==> src/common/timer_pkg.sv <==
package timer_pkg;
  // ----------------------------------------------------------------
  // Bus geometry and register indices (byte address = 4 * index).
  // ----------------------------------------------------------------
  localparam int ADDR_W = 8;
  localparam logic [5:0] HI_IDX [2] = '{6'h0C, 6'h0F};
  localparam logic [5:0] LO_IDX [2] = '{6'h0D, 6'h10};
  localparam logic [5:0] CTL_IDX [2] = '{6'h0E, 6'h11};
  localparam logic [5:0] T3_CTL_IDX = 6'h25;
  localparam logic [5:0] IRQ_CTL_IDX = 6'h30;
  localparam logic [5:0] IRQ_CTL2_IDX = 6'h31;
  localparam logic [5:0] T3_CNT_IDX = 6'h32;
  // ----------------------------------------------------------------
  // Field positions.
  // ----------------------------------------------------------------
  localparam int EDGE_BIT = 3;
  localparam int RUN_BIT = 4;
  localparam int MODE_LSB = 6;
  localparam int C0_EN_BIT = 2;
  localparam int C1_EN_BIT = 3;
  localparam int C0_FLAG_BIT = 5;
  localparam int C1_FLAG_BIT = 6;
  localparam int T3_EN_BIT = 1;
  localparam int T3_FLAG_BIT = 5;
  // ----------------------------------------------------------------
  // Mode encodings and interrupt vectors.
  // ----------------------------------------------------------------
  localparam logic [1:0] MODE_UNUSED = 2'h0;
  localparam logic [1:0] MODE_EVENT = 2'h1;
  localparam logic [1:0] MODE_TIMER = 2'h2;
  localparam logic [1:0] MODE_PULSE = 2'h3;
  localparam logic [7:0] VEC_C0 = 8'h08;
  localparam logic [7:0] VEC_C1 = 8'h0C;
  localparam logic [7:0] VEC_T3 = 8'h14;
  // ----------------------------------------------------------------
  // Timing and reset values.
  // ----------------------------------------------------------------
  localparam int MCLK_PERIOD_NS = 10;
  localparam int INSTR_PERIOD_NS = 40;
  localparam int INSTR_DIV = INSTR_PERIOD_NS / MCLK_PERIOD_NS;
  localparam logic [1:0] INSTR_DIV_LAST = 2'(INSTR_DIV - 1);
  localparam logic [15:0] CNT16_RESET = 16'h0000;
  localparam logic [15:0] CNT16_MAX = 16'hFFFF;
  localparam logic [7:0] CNT8_RESET = 8'h00;
  localparam logic [7:0] CNT8_MAX = 8'hFF;
  localparam logic [6:0] PRESCALE_RESET = 7'h00;
endpackage

==> src/design/dual_event_timer.sv <==
module dual_event_timer (
  input wire logic i_mclk,
  input wire logic i_resetn,
  input wire logic [timer_pkg::ADDR_W-1:0] i_avs_address,
  input wire logic i_avs_read,
  input wire logic i_avs_write,
  input wire logic [3:0] i_avs_byteenable,
  input wire logic [31:0] i_avs_writedata,
  output logic [31:0] o_avs_readdata,
  output logic o_avs_waitrequest,
  input wire logic i_counter0_input_pin,
  input wire logic i_counter1_input_pin,
  output logic o_irq,
  output logic [7:0] o_irq_vector,
  output logic o_wake
);
  import timer_pkg::*;

  // ----------------------------------------------------------------
  // Helper functions.
  // ----------------------------------------------------------------
  // Edge on a synchronised pin: falling when sel is set, rising otherwise.
  function automatic logic active_edge(input logic prev, input logic cur, input logic sel);
    return sel ? (prev & ~cur) : (~prev & cur);
  endfunction

  // Mask of prescaler bits that must all be one for a divided tick.
  function automatic logic [6:0] prescale_mask(input logic [2:0] sel);
    logic [7:0] m;
    m = (8'h01 << sel) - 8'h01;
    return m[6:0];
  endfunction

  // ----------------------------------------------------------------
  // State.
  // ----------------------------------------------------------------
  logic [1:0] pin_meta_ff, pin_sync_ff, pin_prev_ff;
  logic [1:0] div_ff;
  logic instr_tick;
  logic [15:0] cnt_ff [2];
  logic [15:0] preload_ff [2];
  logic [7:0] low_buf_ff [2];
  logic [1:0] mode_ff [2];
  logic [1:0] run_ff, edge_sel_ff, pw_busy_ff;
  logic [1:0] wr_hi, wr_lo, wr_ctl, rd_hi, hold_clk;
  logic [1:0] ev_edge, back_edge, pw_start, pw_end, inc, ovf;
  logic [7:0] t3_cnt_ff, t3_preload_ff;
  logic [2:0] t3_psel_ff;
  logic t3_run_ff, t3_edge_sel_ff;
  logic [6:0] prescale_ff;
  logic t3_tick, t3_inc, t3_ovf;
  logic c0_flag_ff, c1_flag_ff, t3_flag_ff;
  logic c0_en_ff, c1_en_ff, t3_en_ff;
  logic req, acc, wr, rd;
  logic [5:0] idx;
  logic [7:0] wd, rd_mux;

  // ----------------------------------------------------------------
  // Bus access decode.
  // ----------------------------------------------------------------
  // An access takes effect at the edge where waitrequest is sampled low.
  // Only byte lane 0 is mapped, so a write with that lane off is dropped.
  assign req = i_avs_read | i_avs_write;
  assign acc = req & ~o_avs_waitrequest;
  assign wr = acc & i_avs_write & i_avs_byteenable[0];
  assign rd = acc & i_avs_read;
  assign idx = i_avs_address[7:2];
  assign wd = i_avs_writedata[7:0];

  // Per-counter strobes; the clock hold covers the whole pending high read.
  always_comb begin
    for (int i = 0; i < 2; i++) begin
      wr_hi[i] = wr & (idx == HI_IDX[i]);
      wr_lo[i] = wr & (idx == LO_IDX[i]);
      wr_ctl[i] = wr & (idx == CTL_IDX[i]);
      rd_hi[i] = rd & (idx == HI_IDX[i]);
      hold_clk[i] = i_avs_read & (idx == HI_IDX[i]);
    end
  end

  // ----------------------------------------------------------------
  // Bus handshake.
  // ----------------------------------------------------------------
  // One wait cycle per request keeps the read mux registered.
  always_ff @(posedge i_mclk) begin
    if (!i_resetn) begin
      o_avs_waitrequest <= 1'b1;
    end else if (req && o_avs_waitrequest) begin
      o_avs_waitrequest <= 1'b0;
    end else begin
      o_avs_waitrequest <= 1'b1;
    end
  end

  // Read mux; unused control bits read as zero except timer 3 bits 7:6, which read MODE_TIMER; unmapped addresses read as zero.
  always_comb begin
    rd_mux = 8'h00;
    if (idx == HI_IDX[0]) begin
      rd_mux = cnt_ff[0][15:8];
    end else if (idx == LO_IDX[0]) begin
      rd_mux = low_buf_ff[0];
    end else if (idx == CTL_IDX[0]) begin
      rd_mux = {mode_ff[0], 1'b0, run_ff[0], edge_sel_ff[0], 3'h0};
    end else if (idx == HI_IDX[1]) begin
      rd_mux = cnt_ff[1][15:8];
    end else if (idx == LO_IDX[1]) begin
      rd_mux = low_buf_ff[1];
    end else if (idx == CTL_IDX[1]) begin
      rd_mux = {mode_ff[1], 1'b0, run_ff[1], edge_sel_ff[1], 3'h0};
    end else if (idx == T3_CTL_IDX) begin
      rd_mux = {MODE_TIMER, 1'b0, t3_run_ff, t3_edge_sel_ff, t3_psel_ff};
    end else if (idx == T3_CNT_IDX) begin
      rd_mux = t3_cnt_ff;
    end else if (idx == IRQ_CTL_IDX) begin
      rd_mux = {1'b0, c1_flag_ff, c0_flag_ff, 1'b0, c1_en_ff, c0_en_ff, 2'h0};
    end else if (idx == IRQ_CTL2_IDX) begin
      rd_mux = {2'h0, t3_flag_ff, 3'h0, t3_en_ff, 1'b0};
    end
  end

  // Read data is captured one edge before the master samples it.
  always_ff @(posedge i_mclk) begin
    if (!i_resetn) begin
      o_avs_readdata <= 32'h0000_0000;
    end else if (i_avs_read && o_avs_waitrequest) begin
      o_avs_readdata <= {24'h00_0000, rd_mux};
    end
  end

  // ----------------------------------------------------------------
  // Pin synchronisers and instruction clock divider.
  // ----------------------------------------------------------------
  // Pins are asynchronous; edges are taken only after the second stage.
  always_ff @(posedge i_mclk) begin
    if (!i_resetn) begin
      pin_meta_ff <= 2'h0;
      pin_sync_ff <= 2'h0;
      pin_prev_ff <= 2'h0;
    end else begin
      pin_meta_ff <= {i_counter1_input_pin, i_counter0_input_pin};
      pin_sync_ff <= pin_meta_ff;
      pin_prev_ff <= pin_sync_ff;
    end
  end

  // The instruction clock is a one-cycle enable every fourth master clock.
  always_ff @(posedge i_mclk) begin
    if (!i_resetn) begin
      div_ff <= 2'h0;
    end else begin
      div_ff <= instr_tick ? 2'h0 : div_ff + 2'h1;
    end
  end
  assign instr_tick = (div_ff == INSTR_DIV_LAST);

  // ----------------------------------------------------------------
  // Count enables for counters 0 and 1.
  // ----------------------------------------------------------------
  // Pulse mode reacts to transitions only, so a level already present
  // when run is set does not start a measurement.
  always_comb begin
    for (int i = 0; i < 2; i++) begin
      ev_edge[i] = active_edge(pin_prev_ff[i], pin_sync_ff[i], edge_sel_ff[i]);
      back_edge[i] = active_edge(pin_prev_ff[i], pin_sync_ff[i], ~edge_sel_ff[i]);
      pw_start[i] = run_ff[i] & (mode_ff[i] == MODE_PULSE) & ~pw_busy_ff[i] & ev_edge[i];
      pw_end[i] = pw_busy_ff[i] & back_edge[i];
      inc[i] = 1'b0;
      if (run_ff[i] && !hold_clk[i]) begin
        case (mode_ff[i])
          MODE_EVENT: inc[i] = ev_edge[i];
          MODE_TIMER: inc[i] = instr_tick;
          MODE_PULSE: inc[i] = pw_busy_ff[i] & instr_tick;
          default: inc[i] = 1'b0;
        endcase
      end
      ovf[i] = inc[i] & (cnt_ff[i] == CNT16_MAX);
    end
  end

  // ----------------------------------------------------------------
  // Counters 0 and 1: buffer, preload, control and count.
  // ----------------------------------------------------------------
  always_ff @(posedge i_mclk) begin
    if (!i_resetn) begin
      for (int i = 0; i < 2; i++) begin
        cnt_ff[i] <= CNT16_RESET;
        preload_ff[i] <= CNT16_RESET;
        low_buf_ff[i] <= CNT8_RESET;
        mode_ff[i] <= MODE_UNUSED;
      end
      run_ff <= 2'h0;
      edge_sel_ff <= 2'h0;
      pw_busy_ff <= 2'h0;
    end else begin
      for (int i = 0; i < 2; i++) begin
        // Low byte buffer: filled by software or by a high byte read.
        if (wr_lo[i]) begin
          low_buf_ff[i] <= wd;
        end else if (rd_hi[i]) begin
          low_buf_ff[i] <= cnt_ff[i][7:0];
        end
        // Only a high byte write touches the preload.
        if (wr_hi[i]) begin
          preload_ff[i] <= {wd, low_buf_ff[i]};
        end
        // Control: software always wins; hardware clears run only in pulse mode.
        if (wr_ctl[i]) begin
          edge_sel_ff[i] <= wd[EDGE_BIT];
          run_ff[i] <= wd[RUN_BIT];
          mode_ff[i] <= wd[MODE_LSB+:2];
        end else if (pw_end[i]) begin
          run_ff[i] <= 1'b0;
        end
        // Pulse tracker: one measurement per arming, result then held.
        if (!run_ff[i] || mode_ff[i] != MODE_PULSE || pw_end[i]) begin
          pw_busy_ff[i] <= 1'b0;
        end else if (pw_start[i]) begin
          pw_busy_ff[i] <= 1'b1;
        end
        // Count: load while stopped, otherwise wrap to preload.
        if (wr_hi[i] && !run_ff[i]) begin
          cnt_ff[i] <= {wd, low_buf_ff[i]};
        end else if (ovf[i]) begin
          cnt_ff[i] <= preload_ff[i];
        end else if (inc[i]) begin
          cnt_ff[i] <= cnt_ff[i] + 16'h0001;
        end
      end
    end
  end

  // ----------------------------------------------------------------
  // Timer 3 with prescaler.
  // ----------------------------------------------------------------
  // The prescaler free-runs on the instruction clock; a ratio change
  // takes effect at once, so the first divided period may be short.
  assign t3_tick = instr_tick & ((prescale_ff & prescale_mask(t3_psel_ff)) == prescale_mask(t3_psel_ff));
  assign t3_inc = t3_run_ff & t3_tick;
  assign t3_ovf = t3_inc & (t3_cnt_ff == CNT8_MAX);

  always_ff @(posedge i_mclk) begin
    if (!i_resetn) begin
      prescale_ff <= PRESCALE_RESET;
    end else if (instr_tick) begin
      prescale_ff <= prescale_ff + 7'h01;
    end
  end

  always_ff @(posedge i_mclk) begin
    if (!i_resetn) begin
      t3_cnt_ff <= CNT8_RESET;
      t3_preload_ff <= CNT8_RESET;
      t3_psel_ff <= 3'h0;
      t3_run_ff <= 1'b0;
      t3_edge_sel_ff <= 1'b0;
    end else begin
      if (wr && idx == T3_CTL_IDX) begin
        t3_psel_ff <= wd[2:0];
        t3_edge_sel_ff <= wd[EDGE_BIT];
        t3_run_ff <= wd[RUN_BIT];
      end
      // A write to the count index sets the preload; a stopped timer takes the value at once.
      if (wr && idx == T3_CNT_IDX) begin
        t3_preload_ff <= wd;
      end
      if (wr && idx == T3_CNT_IDX && !t3_run_ff) begin
        t3_cnt_ff <= wd;
      end else if (t3_ovf) begin
        t3_cnt_ff <= t3_preload_ff;
      end else if (t3_inc) begin
        t3_cnt_ff <= t3_cnt_ff + 8'h01;
      end
    end
  end

  // ----------------------------------------------------------------
  // Interrupt flags and enables.
  // ----------------------------------------------------------------
  // A hardware set in the same cycle as a software clear wins.
  always_ff @(posedge i_mclk) begin
    if (!i_resetn) begin
      c0_flag_ff <= 1'b0;
      c1_flag_ff <= 1'b0;
      t3_flag_ff <= 1'b0;
      c0_en_ff <= 1'b0;
      c1_en_ff <= 1'b0;
      t3_en_ff <= 1'b0;
    end else begin
      if (wr && idx == IRQ_CTL_IDX) begin
        c0_en_ff <= wd[C0_EN_BIT];
        c1_en_ff <= wd[C1_EN_BIT];
      end
      if (wr && idx == IRQ_CTL2_IDX) begin
        t3_en_ff <= wd[T3_EN_BIT];
      end
      c0_flag_ff <= ovf[0] | ((wr && idx == IRQ_CTL_IDX) ? wd[C0_FLAG_BIT] : c0_flag_ff);
      c1_flag_ff <= ovf[1] | ((wr && idx == IRQ_CTL_IDX) ? wd[C1_FLAG_BIT] : c1_flag_ff);
      t3_flag_ff <= t3_ovf | ((wr && idx == IRQ_CTL2_IDX) ? wd[T3_FLAG_BIT] : t3_flag_ff);
    end
  end

  // Request and vector by fixed priority; enables gate in every mode.
  always_ff @(posedge i_mclk) begin
    if (!i_resetn) begin
      o_irq <= 1'b0;
      o_irq_vector <= 8'h00;
    end else begin
      o_irq <= (c0_flag_ff & c0_en_ff) | (c1_flag_ff & c1_en_ff) | (t3_flag_ff & t3_en_ff);
      if (c0_flag_ff && c0_en_ff) begin
        o_irq_vector <= VEC_C0;
      end else if (c1_flag_ff && c1_en_ff) begin
        o_irq_vector <= VEC_C1;
      end else if (t3_flag_ff && t3_en_ff) begin
        o_irq_vector <= VEC_T3;
      end else begin
        o_irq_vector <= 8'h00;
      end
    end
  end

  // Wake pulse on any overflow, regardless of interrupt enables.
  always_ff @(posedge i_mclk) begin
    if (!i_resetn) begin
      o_wake <= 1'b0;
    end else begin
      o_wake <= ovf[0] | ovf[1] | t3_ovf;
    end
  end
endmodule

==> config.mk <==
export PLATFORM = sky130hd
export DESIGN_NAME = dual_event_timer
export DESIGN_NICKNAME = d
export VERILOG_FILES = /design/src/common/timer_pkg.sv /design/src/design/dual_event_timer.sv
export SDC_FILE = /design/constraint.sdc
export NUM_CORES = 1
export LEC_CHECK = 0
export BUFFER_PORTS_ARGS = -buffer_cell sky130_fd_sc_hd__buf_2
export CAP_MARGIN = 30
export CELL_PAD_IN_SITES_DETAIL_PLACEMENT = 1
export CELL_PAD_IN_SITES_GLOBAL_PLACEMENT = 2
export CORE_ASPECT_RATIO = 0.9
export CORE_MARGIN = 10
export CORE_UTILIZATION = 38
export DETAILED_ROUTE_END_ITERATION = 6
export PLACE_DENSITY_LB_ADDON = 0.1
export SYNTH_ARGS = -nofsm -noshare
export SYNTH_HDL_FRONTEND = slang
export SYNTH_SLANG_ARGS = --single-unit
==> constraint.sdc <==
create_clock -name i_mclk -period 3.45 [get_ports i_mclk]
set_input_delay 1.035 -clock i_mclk [delete_from_list [all_inputs] [get_ports i_mclk]]
set_output_delay 1.035 -clock i_mclk [all_outputs]
set_load 0.03 [all_outputs]
# Word-level counts from Yosys, hierarchy flattened

Memories as Yosys holds them, arrays and structs flattened.
Cells that the tools add are included.

Register bits: 64
Latch bits: 0
Memories kept: 4
Bits in writable memories: 84
ROM bits: 0

Equality and inequality tests: 23
$add $sub $neg: 6
$mul: 0
Bitwise gates (word level): 67
Reductions and logical operators: 31
Divide/modulo/power cells: 0
Mux-type cells: 97
$lt $le $gt $ge: 0
Shift-type cells: 1

Memories:

| memory     | words | width | read ports | clocked after memory_dff | write ports | line                   | source |
|---|---|---|---|---|---|---|---|
| cnt_ff     | 2     | 16    | 2          | 0                        | 2           | dual_event_timer.sv:40 | `logic [15:0] cnt_ff [2];` |
| preload_ff | 2     | 16    | 2          | 0                        | 2           | dual_event_timer.sv:41 | `logic [15:0] preload_ff [2];` |
| low_buf_ff | 2     | 8     | 2          | 0                        | 2           | dual_event_timer.sv:42 | `logic [7:0] low_buf_ff [2];` |
| mode_ff    | 2     | 2     | 2          | 0                        | 2           | dual_event_timer.sv:43 | `logic [1:0] mode_ff [2];` |

Operators with widths:

| operator                | count |
|---|---|
| $mux W16                | 8 |
| $mux W8                 | 15 |
| $mux W1                 | 65 |
| $and A1 B1 Y1           | 36 |
| $add A16 B1 Y16 const B | 2 |
| $eq A16 B16 Y1 const B  | 2 |
| $eq A6 B4 Y1 const B    | 4 |
| $eq A6 B6 Y1 const B    | 4 |
| $or A1 B1 Y1            | 22 |
| $logic_and A1 B1 Y1     | 14 |
| $eq A6 B5 Y1 const B    | 2 |
| $eq A2 B2 Y1 const B    | 5 |
| $add A8 B1 Y8 const B   | 1 |
| $eq A8 B8 Y1 const B    | 1 |
| $mux W4                 | 2 |
| $not A1 Y1              | 8 |
| $reduce_or A2 Y1        | 4 |
| $add A7 B1 Y7 const B   | 1 |
| $and A7 B7 Y7           | 1 |
| $eq A7 B7 Y1            | 1 |
| $mux W7                 | 1 |
| $shl A1 B3 Y7 const A   | 1 |
| $sub A7 B1 Y7 const B   | 1 |
| $mux W6                 | 1 |
| 11 further kinds        | 23 |

# Depth between registers and ports, before layout

Gate-level depths: netlist (run 1).

Depth in word-level cells: 12
Depth in mapped cells: 8

# Least setup slack after synthesis (run 1)

No wires, ideal clock.

Kind: input port to flip-flop
From: in i_avs_address[2] (netlist bit)
To: mem preload_ff[1][0] (netlist: preload_ff[0][16]) (enable)
Stages on the path: 4
Path buffers: 1
Setup slack: 298 ps
Library setup time: 411 ps
Arrival time: 2741 ps
Cells stage by stage: buf_2 and2_1 nand2_1 o21ai_0

RTL lines:

| what        | line                   | source |
|---|---|---|
| from (decl) | dual_event_timer.sv:4  | `input wire logic [timer_pkg::ADDR_W-1:0] i_avs_address,` |
| to (decl)   | dual_event_timer.sv:41 |  |

==> summary.md, run 1 <==
| Metric | Value |
|---|---|
| Cts hold-fix bufs | `0` |
| Status | `finished, final reports clean` |
| Primary FF master, synth | `edfxtp_1` |
| FF+latch count, synth | `146` |
| Hpwl dp | `19.7 mm` |
| Placed cell area | `8560 um^2` |
| Crit share post-route | `76.2%` |
| Die span in x | `174 um` |
| Fillers | `2372` |
| R2r setup slk | `0.83 ns` |
| Register area share after synthesis | `46.1%` |
| Clock buffer count from CTS | `17` |
| Pleak | `3.44 nW` |
| Unique masters post-synth | `84` |
| Fin Setup TNS | `0 ns` |
| CTS H-Tree Depth | `4` |
| Clock Skew | `0.0140 ns` |
| Commonest non-fill, non-tap cells in the layout | `nand2_1 (96), edfxtp_1 (84), dfxtp_1 (62)` |
| Syn_area_per_cell | `9.83 um^2` |
| Post-layout nets | `912` |
| Synth top area share | `30.9%` |
| Post-CTS Setup Bufs | `0` |
| GRT met3 Usage | `3.86%` |
| Global-route wire length before repair | `42.8 mm` |
| EDFF count, synth | `84` |
| Die Height | `159 um` |
| Io pins | `93` |
| R2R Path Start | `cnt_ff[0][0]` |
| Post-Place Worst Slack | `0.357 ns` |
| Post-synth top area cell | `edfxtp_1` |
| Drt wl/cell | `24.1 um` |
| Crit Path Max Fanout | `16` |
| Gates resized, CTS repair | `0` |
| Mapped cell area | `8160 um^2` |
| CTS sink cnt | `146` |
| Initial antenna violation count | `1` |
| Row cnt | `50` |
| GRT met1 Usage | `25.0%` |
| Design Area, Final | `9170 um^2` |
| Final core occ | `43.8%` |
| Busiest grt layer | `met2` |
| Worst Hold Launch | `div_ff[0]` |
| Most common cell after layout, fill and taps aside | `nand2_1` |
| N_diodes | `0` |
| Hold Path Class | `reg -> reg` |
| R2R cell count | `6` |
| Tmin final | `2.63 ns` |
| Synth-to-layout area growth | `12.5%` |
| DR iter-0 viols | `443` |
| Vias in the first global route | `7031` |
| Multi-input gate area | `3990 um^2` |
| TritonCTS clock tree | `done` |
| Core ar. | `21000 um^2` |
| Final Hold Viols | `0` |
| Clk root buf | `clkbuf_16` |
| Kind of critical path | `in -> reg` |
| Via density | `5.85` |
| Reg-to-Reg End | `cnt_ff[0][15]` |
| Hold path endpoint | `div_ff[0]` |
| Met2 Use GR | `33.3%` |
| Clk buf depth | `2` |
| Synth area leaders | `edfxtp_1 (31%), dfxtp_1 (15%), nand2_1 (4.4%), mux2i_1 (3.3%), buf_4 (2.9%)` |
| Via count | `6765` |
| Critical Path Start Type | `input pin` |
| Clock Latency Late Sink | `0.44 ns` |
| VDD IR-drop max | `0.250 mV` |
| CP required | `3.53 ns` |
| Critical path arrival | `2.70 ns` |
| GPL Wtd Cong | `0.859` |
| Remaining routing DRC violations | `0` |
| IO Port Bufs | `34` |
| Power per Cell Area | `448 nW/um^2` |
| FF/Latch Area | `3760 um^2` |
| Final worst setup slack | `0.822 ns` |
| WL final | `27.8 mm` |
| RSZ-0062 raised after global routing | `false` |
| Final Power | `4.11 mW` |
| Hold-critical path depth | `1` |
| YS warnings | `0` |
| CP max stage cell | `o41ai_2` |
| Detailed Routing Iterations Pass 1 | `5` |
| Initial core utilization | `38.9%` |
| Largest net degree at the start of global routing | `45` |
| Finish-stage setup viols | `0` |
| Worst rel slew slack | `48.1%` |
| Final ANT Viol Nets | `0` |
| Critical path, cell by cell | `buf_2 -> nand4bb_4 -> o41ai_2 -> buf_12 -> or2_2` |
| Crit. End Element | `register` |
| Final Max Tran Viols | `0` |
| Max Clk Rate | `0.381 GHz` |
| Share of cells above drive strength 1 | `14.6%` |
| Slowest Stage Delay on Critical Path | `0.50 ns` |
| Global-route usage over all layers | `19.8%` |
| Async S/R FF share, synth | `0%` |
| Max Cap Violations | `0` |
| Grt total ovfl | `0` |
| Clk pin slew, worst setup/hold paths | `0.06 ns` |
| Post-Synthesis Cells | `830` |
| Die area | `27700 um^2` |
| Worst-Margin Slew | `0.775 ns` |
## how the worst max path moves through the flow
stage	to	slack [ns]	from
after floorplan	preload_ff[0][16]	0.30	i_avs_address[2]
after global placement	cnt_ff[0][11]	0.34	i_avs_address[3]
after detailed placement	cnt_ff[0][11]	0.36	i_avs_address[3]
after CTS	cnt_ff[0][11]	0.82	i_avs_address[3]
after global routing	cnt_ff[0][15]	0.69	cnt_ff[0][0]
final	cnt_ff[0][6]	0.82	i_avs_address[6]
## critical path: cells and delay by family
kind            cells  cell delay (ns)
compound gates      1             0.50
buf+inv             2             0.34
simple gates        2             0.81
## kinds of logic (layout without fill, tap and decap cells)
| family | after synthesis | after routing | share of synthesized area (%) |
|---|---|---|---|
| other cells | 1 | 29 | 0.0460 |
| mux | 32 | 32 | 4.28 |
| xor+xnor | 27 | 27 | 2.90 |
| flops | 146 | 146 | 46.1 |
| fa+ha+maj | 5 | 5 | 0.767 |
| simple gates | 333 | 333 | 21.9 |
| compound gates | 191 | 191 | 17.8 |
| buf+inv | 95 | 107 | 6.20 |
## power by group
group          internal (mW)  switching [mW]  total (mW)  leakage (nW)
sequential              1.88          0.0483        1.93          1.37
clock                   1.16           0.736        1.90         0.309
combinational         0.0758           0.210       0.286          1.76
## synthesized netlist by cell type, types with 7 or more instances
cell type / number
o21ai_0: 20
nand4_1: 19
clkbuf_1: 27
dfxtp_1: 62
a31oi_1: 17
nand3_1: 36
edfxtp_1: 84
nor2_1: 45
nand2_1: 96
nor3_2: 7
nor3_1: 20
o211ai_1: 11
a21oi_1: 46
and2_1: 37
buf_2: 16
inv_1: 14
xor2_1: 13
nand2b_1: 7
xnor2_1: 14
and3_1: 15
o22ai_1: 11
a22o_1: 18
buf_4: 32
and4_1: 8
mux2i_1: 27
## through the flow
step	hold WS [ns]	std cells
after floorplan	0.398	858
after global placement	0.408	1124
after detailed placement	0.420	1124
after CTS	0.432	1156
after global routing	0.449	1156
final	0.427	1156
## metal layers
| metal | up-vias | wire (um) |
|---|---|---|
| li1 | 3092 | - |
| met1 | 3441 | 12300 |
| met2 | 193 | 13600 |
| met3 | 39 | 1320 |
| met4 | 0 | 570 |
| met5 | - | 0 |
## registers in the layout (all words and copies together), names as in the netlist, 3 cells and up
signal and count:
cnt_ff 32, preload_ff 32, low_buf_ff 16, o_avs_readdata 8
t3_cnt_ff 8, t3_preload_ff 8, prescale_ff 7, mode_ff 4
o_irq_vector 3, t3_psel_ff 3
## layout make-up
class                   instances  share of cell area (%)
clock buffers                  27                    6.34
repair buffers                 60                    4.26
well taps                     286                    3.90
flip-flops and latches        146                    41.0
clock inverters                 5                   0.355
multi-input cells             617                    43.5
inverters                      15                   0.614
No activity file was read; power rests on OpenSTA's default activity.
==> run 2: changes to the inputs <==
--- a/config.mk
+++ b/config.mk
@@ -5,13 +5,14 @@
 export SDC_FILE = /design/constraint.sdc
 export NUM_CORES = 1
 export LEC_CHECK = 0
+export ABC_AREA = 1
 export BUFFER_PORTS_ARGS = -buffer_cell sky130_fd_sc_hd__buf_2
 export CAP_MARGIN = 30
 export CELL_PAD_IN_SITES_DETAIL_PLACEMENT = 1
 export CELL_PAD_IN_SITES_GLOBAL_PLACEMENT = 2
 export CORE_ASPECT_RATIO = 0.9
 export CORE_MARGIN = 10
-export CORE_UTILIZATION = 38
+export CORE_UTILIZATION = 35
 export DETAILED_ROUTE_END_ITERATION = 6
 export PLACE_DENSITY_LB_ADDON = 0.1
 export SYNTH_ARGS = -nofsm -noshare
==> constraint.sdc (replaced) <==
create_clock -name i_mclk -period 2.8 [get_ports i_mclk]
set_input_delay 0.84 -clock i_mclk [delete_from_list [all_inputs] [get_ports i_mclk]]
set_output_delay 0.84 -clock i_mclk [all_outputs]
set_load 0.03 [all_outputs]
==> run 2 against run 1 <==
  * Non-clock buffer count did not move
  * Utilization shrank 3.2 points
  * Combinational power rose by 12%
  * Synthesized cell count up 20%
  * Setup slack got worse by 0.43 ns
  * Global-route usage fell by 0.53 points
  * Register-to-register slack got worse by 0.44 ns
  * Largest cell class is now sequential cells
  * Power up 21%
  * Sequential power up 22%
  * Critical path depth grew 9
  * Cell count up 17%
==> summary.md, run 2 <==
| Metric | Value |
|---|---|
| Hold Path Class | `reg -> reg` |
| Via density | `4.97 (-15%)` |
| Initial antenna violation count | `0 (-1)` |
| TritonCTS clock tree | `done` |
| Global-route usage over all layers | `19.3% (-0.53 points)` |
| WL final | `27.4 mm (-1.6%)` |
| Post-synth top area cell | `edfxtp_1` |
| Largest net degree at the start of global routing | `26 (-42%)` |
| FF/Latch Area | `3760 um^2 (unchanged)` |
| Mux share of post-synthesis cell area | `0.428% (-3.9 points)` |
| Clock Latency Late Sink | `0.43 ns (about the same)` |
| Synth area leaders | `edfxtp_1 (32%), dfxtp_1 (16%), nand2_1 (10%), inv_1 (6.2%), o21ai_0 (4.8%)` |
| Mapped cell area | `7900 um^2 (-3.1%)` |
| Fin Setup TNS | `0 ns (unchanged)` |
| Crit. End Element | `register` |
| IO Port Bufs | `34 (unchanged)` |
| Clock buffer count from CTS | `17 (unchanged)` |
| Hpwl dp | `20.7 mm (+5.1%)` |
| Critical path arrival | `2.61 ns (-0.09 ns)` |
| Share of cells above drive strength 1 | `13.3% (-1.3 points)` |
| Register area share after synthesis | `47.6% (+1.5 points)` |
| Commonest non-fill, non-tap cells in the layout | `nand2_1 (215), inv_1 (130), nor2_1 (91)` |
| Multi-input gate area | `3390 um^2 (-15%)` |
| Post-synth top cells | `nand2_1 (215), inv_1 (130), nor2_1 (91), edfxtp_1 (84), o21ai_0 (76)` |
| YS warnings | `0 (unchanged)` |
| Most common cell after layout, fill and taps aside | `nand2_1` |
| Power per Cell Area | `552 nW/um^2 (+23%)` |
| Final core occ | `40.5% (-3.2 points)` |
| Die span in x | `178 um (+2.3%)` |
| Synth top area share | `31.9% (+1.0 points)` |
| Die Height | `163 um (+2.2%)` |
| Crit Path Max Fanout | `13 (-3)` |
| Clk root buf | `clkbuf_16` |
| VDD IR-drop max | `0.320 mV (+28%)` |
| Clk pin slew, worst setup/hold paths | `0.07 ns (about the same)` |
| CTS sink cnt | `146 (unchanged)` |
| Kind of critical path | `reg -> reg` |
| Drt wl/cell | `20.2 um (-16%)` |
| Core ar. | `22300 um^2 (+6.5%)` |
| Initial core utilization | `35.4% (-3.5 points)` |
| Grt total ovfl | `0 (unchanged)` |
| FF+latch count, synth | `146 (unchanged)` |
| Synth Area in Simple Gates | `25.1% (+3.2 points)` |
| Largest family of logic cells by synthesized area | `simple AND/OR/NAND/NOR gates` |
| Post-Synth XOR/XNOR Area | `2.99% (+0.094 points)` |
| RSZ-0062 raised after global routing | `false` |
| Hold Slack | `0.424 ns (-0.00241 ns)` |
| Post-layout nets | `1104 (+21%)` |
| Crit share post-route | `86.2%` |
| Pleak | `3.82 nW (+11%)` |
| Tmin final | `2.41 ns` |
| Detailed Routing Iterations Pass 1 | `5 (unchanged)` |
| DP Cell Count | `1327 (+18%)` |
| EDFF count, synth | `84 (unchanged)` |
| GPL Wtd Cong | `0.835 (-2.7%)` |
| Compound-Gate Fraction of Synth Area | `12.2% (-5.5 points)` |
| Worst-Margin Slew | `0.574 ns (-0.201 ns)` |
| Final Max Tran Viols | `0 (unchanged)` |
| Status | `finished, final reports clean` |
| Post-Synthesis Cells | `993 (+20%)` |
| Top-count cell post-synth | `nand2_1` |
| Max Cap Violations | `0 (unchanged)` |
| Critical Path Start Type | `register` |
| Final Hold Viols | `0 (unchanged)` |
| Cell Count, Final, Fillers Out | `1358 (+17%)` |
| Gates resized, CTS repair | `0 (unchanged)` |
| Biggest regs | `cnt_ff (32), preload_ff (32), low_buf_ff (16)` |
| Via count | `6744 (-0.31%)` |
| Synth-to-layout area growth | `14.5%` |
| Clk buf depth | `2 (unchanged)` |
| Vias in the first global route | `6885 (-2.1%)` |
| Row cnt | `52 (+4.0%)` |
| CTS H-Tree Depth | `4 (unchanged)` |
| Unique masters post-synth | `46 (-45%)` |
| Global-route wire length before repair | `42.1 mm (-1.5%)` |
| CP required | `3.00 ns (-0.53 ns)` |
| DR iter-0 viols | `462 (+4.3%)` |
| Syn_area_per_cell | `7.95 um^2 (-19%)` |
| Die area | `29000 um^2 (+4.5%)` |
| Finish-stage setup viols | `0 (unchanged)` |
| Primary FF master, synth | `edfxtp_1` |
| Synth Area in Adders | `0.792% (+0.025 points)` |
| Clock Skew | `0.0105 ns (-0.00347 ns)` |
| Io pins | `93 (unchanged)` |
| Worst rel slew slack | `61.4% (+13 points)` |
| Max Clk Rate | `0.414 GHz` |
| N_diodes | `0 (unchanged)` |
| Final ANT Viol Nets | `0 (unchanged)` |
| Cts hold-fix bufs | `0 (unchanged)` |
| Final Power | `4.99 mW (+21%)` |
| Async S/R FF share, synth | `0% (unchanged)` |
| Post-CTS Setup Bufs | `0 (unchanged)` |
| Remaining routing DRC violations | `0 (unchanged)` |
| Fillers | `2723 (+15%)` |
## run 2: area by class of cell
class	count	share of cell area, %
inverter	139	5.77
clock buffer	25	6.10
tap	297	4.11
sequential	146	41.6
timing repair buffer	60	4.45
clock inverter	6	0.429
multi-input combinational	685	37.5
## run 2: worst paths after layout
kind	startpoint	to	slack [ns]	depth (start not counted)
hold reg to reg	pin_meta_ff[0]	pin_sync_ff[0]	0.42	2
hold / removal	pin_meta_ff[0]	pin_sync_ff[0]	0.42	2
setup / recovery	cnt_ff[0][0]	cnt_ff[0][15]	0.39	14
setup reg to reg	cnt_ff[0][0]	cnt_ff[0][15]	0.39	14
## run 2: critical path, stage by stage (launching register included)
cell      delay [ns]
edfxtp_1        0.40
ha_1            0.19
nand2_1         0.16
nor2_2          0.14
nand2_1         0.12
nor2_4          0.16
nand2_2         0.09
nor2_2          0.16
nand2_2         0.13
nand3_4         0.19
inv_2           0.16
nand2_1         0.11
nand3_1         0.07
nand2_1         0.06
inv_1           0.04
## run 2: stage by stage
stage,cell area [um^2],worst slack [ns]
floorplan,8000,0.373
global placement,8450,0.166
detailed placement,8450,0.0745
CTS,9040,0.411
global route,9040,0.220
finish,9040,0.387
## run 2: metal layers
layer	vias up	share of wire (%)	global-route usage, %
met3	19	4.5	3.34
met1	3260	50	27.7
met4	0	0.94	4.06
met5	-	0	0
li1	3333	-	-
met2	132	45	29.7
## run 2: cell families (layout without fill, tap and decap cells)
family	Yosys count	in the layout
DFF	146	146
adders and majority gates	5	5
muxes	3	3
AOI/OAI and AO/OA	177	177
buffers and inverters	190	230
and+or+nand+nor	444	444
other	1	29
xor gates and xnor gates	27	27
## run 2: report_power, final
part / total, mW / switching [mW] / leakage (nW) / internal (mW)
Sequential: 2.36 / 0.0439 / 1.37 / 2.32
Clock: 2.31 / 0.939 / 0.294 / 1.37
Combinational: 0.319 / 0.248 / 2.16 / 0.0709
Total: 4.99 / 1.23 / 3.82 / 3.76
==> run 3: changes to the inputs <==
==> constraint.sdc (replaced) <==
create_clock -name i_mclk -period 2.5 [get_ports i_mclk]
set_input_delay 0.75 -clock i_mclk [delete_from_list [all_inputs] [get_ports i_mclk]]
set_output_delay 0.75 -clock i_mclk [all_outputs]
set_load 0.03 [all_outputs]
==> run 3 against run 2 <==
  * Clock power rose by 10%
  * Routed wire length rose by 0.43%
  * Die area did not move
  * Clock skew fell by 0.0034 ns
  * Utilization rose by 1.1 points
  * Critical path type unchanged
  * Critical path depth did not move
  * Power rose by 12%
  * Combinational power rose by 21%
  * Cell count rose by 2.0%
  * Sequential share of layout area fell by 1.1 points
  * Setup slack got worse by 0.17 ns
==> summary.md, run 3 (synthesis results as in run 2) <==
| Metric | Value |
|---|---|
| Status | `finished, final reports clean` |
| Cell mode on critical path | `nand2_1` |
| CTS sink cnt | `146 (unchanged)` |
| Clock Latency Late Sink | `0.43 ns (about the same)` |
| Grt total ovfl | `0 (unchanged)` |
| Final ANT Viol Nets | `0 (unchanged)` |
| Commonest non-fill, non-tap cells in the layout | `nand2_1 (215), inv_1 (130), nor2_1 (91)` |
| Worst Hold Launch | `pin_meta_ff[1]` |
| Clk root buf | `clkbuf_16` |
| Max Clk Rate | `0.439 GHz (+5.8%)` |
| Crit share post-route | `91.2% (+5.1 points)` |
| Kind of critical path | `reg -> reg` |
| Routed wl met2 | `12.0 mm (-2.1%)` |
| DR iter-0 viols | `558 (+21%)` |
| Post-Place Worst Slack | `0.0756 ns (+0.00109 ns)` |
| Worst-Margin Slew | `0.609 ns (+0.0353 ns)` |
| Reg-to-Reg End | `cnt_ff[0][9]` |
| Global-route usage over all layers | `19.2% (-0.059 points)` |
| WL final | `27.5 mm (+0.43%)` |
| CP max stage cell | `edfxtp_1` |
| Critical path arrival | `2.47 ns (-0.14 ns)` |
| RSZ-0062 raised after global routing | `false` |
| Power per Cell Area | `599 nW/um^2 (+8.6%)` |
| Hpwl dp | `21.0 mm (+1.1%)` |
| Biggest regs | `cnt_ff (32), preload_ff (32), low_buf_ff (16)` |
| R2R Path Start | `cnt_ff[0][0]` |
| Cell Count, Final, Fillers Out | `1385 (+2.0%)` |
| Synth-to-layout area growth | `17.7%` |
| Pleak | `3.93 nW (+3.0%)` |
| Final Hold Viols | `0 (unchanged)` |
| Fin Setup TNS | `0 ns (unchanged)` |
| Finish-stage setup viols | `0 (unchanged)` |
| IO Port Bufs | `34 (unchanged)` |
| CP required | `2.69 ns (-0.31 ns)` |
| Top sig layer | `met4` |
| Die area | `29000 um^2 (unchanged)` |
| Max Cap Violations | `0 (unchanged)` |
| Worst rel slew slack | `59.0% (-2.4 points)` |
| Via density | `4.99 (+0.52%)` |
| Post-CTS Setup Bufs | `0 (unchanged)` |
| Die span in x | `178 um (unchanged)` |
| Tmin final | `2.28 ns (-0.132 ns)` |
| Gates resized, CTS repair | `0 (unchanged)` |
| Hold path endpoint | `pin_sync_ff[1]` |
| Die Height | `163 um (unchanged)` |
| Hold Slack | `0.419 ns (-0.00539 ns)` |
| Global-route wire length before repair | `42.1 mm (about the same)` |
| Hold Path Class | `reg -> reg` |
| Drt wl/cell | `19.9 um (-1.5%)` |
| Remaining routing DRC violations | `0 (unchanged)` |
| CTS H-Tree Depth | `4 (unchanged)` |
| DP Cell Count | `1353 (+2.0%)` |
| Detailed Routing Iterations Pass 1 | `5 (unchanged)` |
| Row cnt | `52 (unchanged)` |
| Initial antenna violation count | `0 (unchanged)` |
| Vias in the first global route | `6897 (+0.17%)` |
| Design Area, Final | `9290 um^2 (+2.8%)` |
| Io pins | `93 (unchanged)` |
| Cts hold-fix bufs | `0 (unchanged)` |
| N_diodes | `0 (unchanged)` |
| Most common cell after layout, fill and taps aside | `nand2_1` |
| Clk pin slew, worst setup/hold paths | `0.06 ns (about the same)` |
| Core ar. | `22300 um^2 (unchanged)` |
| Via count | `6914 (+2.5%)` |
| R2r setup slk | `0.22 ns (-0.17 ns)` |
| GPL Wtd Cong | `0.860 (+3.0%)` |
| Post-layout nets | `1130 (+2.4%)` |
| Share of cells above drive strength 1 | `15.4% (+2.2 points)` |
| Critical path, cell by cell | `ha_1 -> nand2_1 -> nor2_2 -> nand2_1 -> nor2_4 -> nand2_2 -> nor2_2 -> nand2_2 -> nand3_4 -> inv_2 -> nand2_1 -> nand3_1 -> nand2_1 -> inv_1` |
| Critical Path Start Type | `register` |
| Final Max Tran Viols | `0 (unchanged)` |
| Clock buffer count from CTS | `17 (unchanged)` |
| Wl on met1 | `14.0 mm (+2.5%)` |
| Met3 wire length | `1.33 mm (+8.2%)` |
| Clock Skew | `0.00716 ns (-0.00339 ns)` |
| Slowest Stage Delay on Critical Path | `0.40 ns (about the same)` |
| Clk buf depth | `2 (unchanged)` |
| Crit. End Element | `register` |
| Crit Path Max Fanout | `13 (unchanged)` |
| Initial core utilization | `35.4% (unchanged)` |
| VDD IR-drop max | `0.394 mV (+23%)` |
| TritonCTS clock tree | `done` |
| R2R cell count | `14 (unchanged)` |
| Largest net degree at the start of global routing | `31 (+19%)` |
| Final worst setup slack | `0.220 ns (-0.168 ns)` |
| Hold-critical path depth | `2 (unchanged)` |
| Placed cell area | `8720 um^2 (+3.2%)` |
-- run 3: cell type report --
| class | instances | area [um^2] |
|---|---|---|
| Timing Repair Buffer | 86 | 673 |
| Tap cell | 297 | 372 |
| Fill cell | 2757 | 13000 |
| Clock buffer | 19 | 433 |
| Sequential cell | 146 | 3760 |
| Multi-Input combinational cell | 685 | 3390 |
| Clock inverter | 13 | 138 |
| Inverter | 139 | 522 |
-- run 3: worst max-delay path: cells and delay by family (launching register included) --
kind,cells,cell delay [ns]
adder cells (fa/ha/maj),1,0.19
buffers and inverters,2,0.17
flip-flops,1,0.40
AND/OR/NAND/NOR,11,1.27
-- run 3: routing by layer --
metal | up-vias | GRT usage, %
met1 | 3358 | 28.4
li1 | 3394 | -
met3 | 9 | 3.64
met5 | - | 0
met4 | 0 | 3.79
met2 | 153 | 28.5
-- run 3: through the flow --
stage | total power [mW] | utilization (%)
finish | 5.57 | 41.6
global route | 5.76 | 41.6
CTS | 5.63 | 41.6
detailed placement | 3.08 | 39.1
global placement | 3.07 | 39.1
floorplan | 2.93 | -
-- run 3: worst max path at each step --
stage                           startpoint  slack (ns)                 to  cells after the start
after floorplan           i_avs_address[7]        0.16  preload_ff[0][16]                      5
after global placement    i_avs_address[3]        0.08   low_buf_ff[1][0]                     11
after detailed placement  i_avs_address[3]        0.08   low_buf_ff[1][0]                     11
after CTS                     cnt_ff[0][0]        0.23      cnt_ff[0][10]                     14
after global routing          cnt_ff[0][0]        0.03      cnt_ff[0][10]                     14
final                         cnt_ff[0][0]        0.22       cnt_ff[0][9]                     14
-- run 3: power by group --
group,switching [mW],internal (mW),total [mW]
Sequential,0.0474,2.60,2.64
Combinational,0.288,0.0988,0.387
Clock,1.07,1.47,2.54
Total,1.41,4.16,5.57
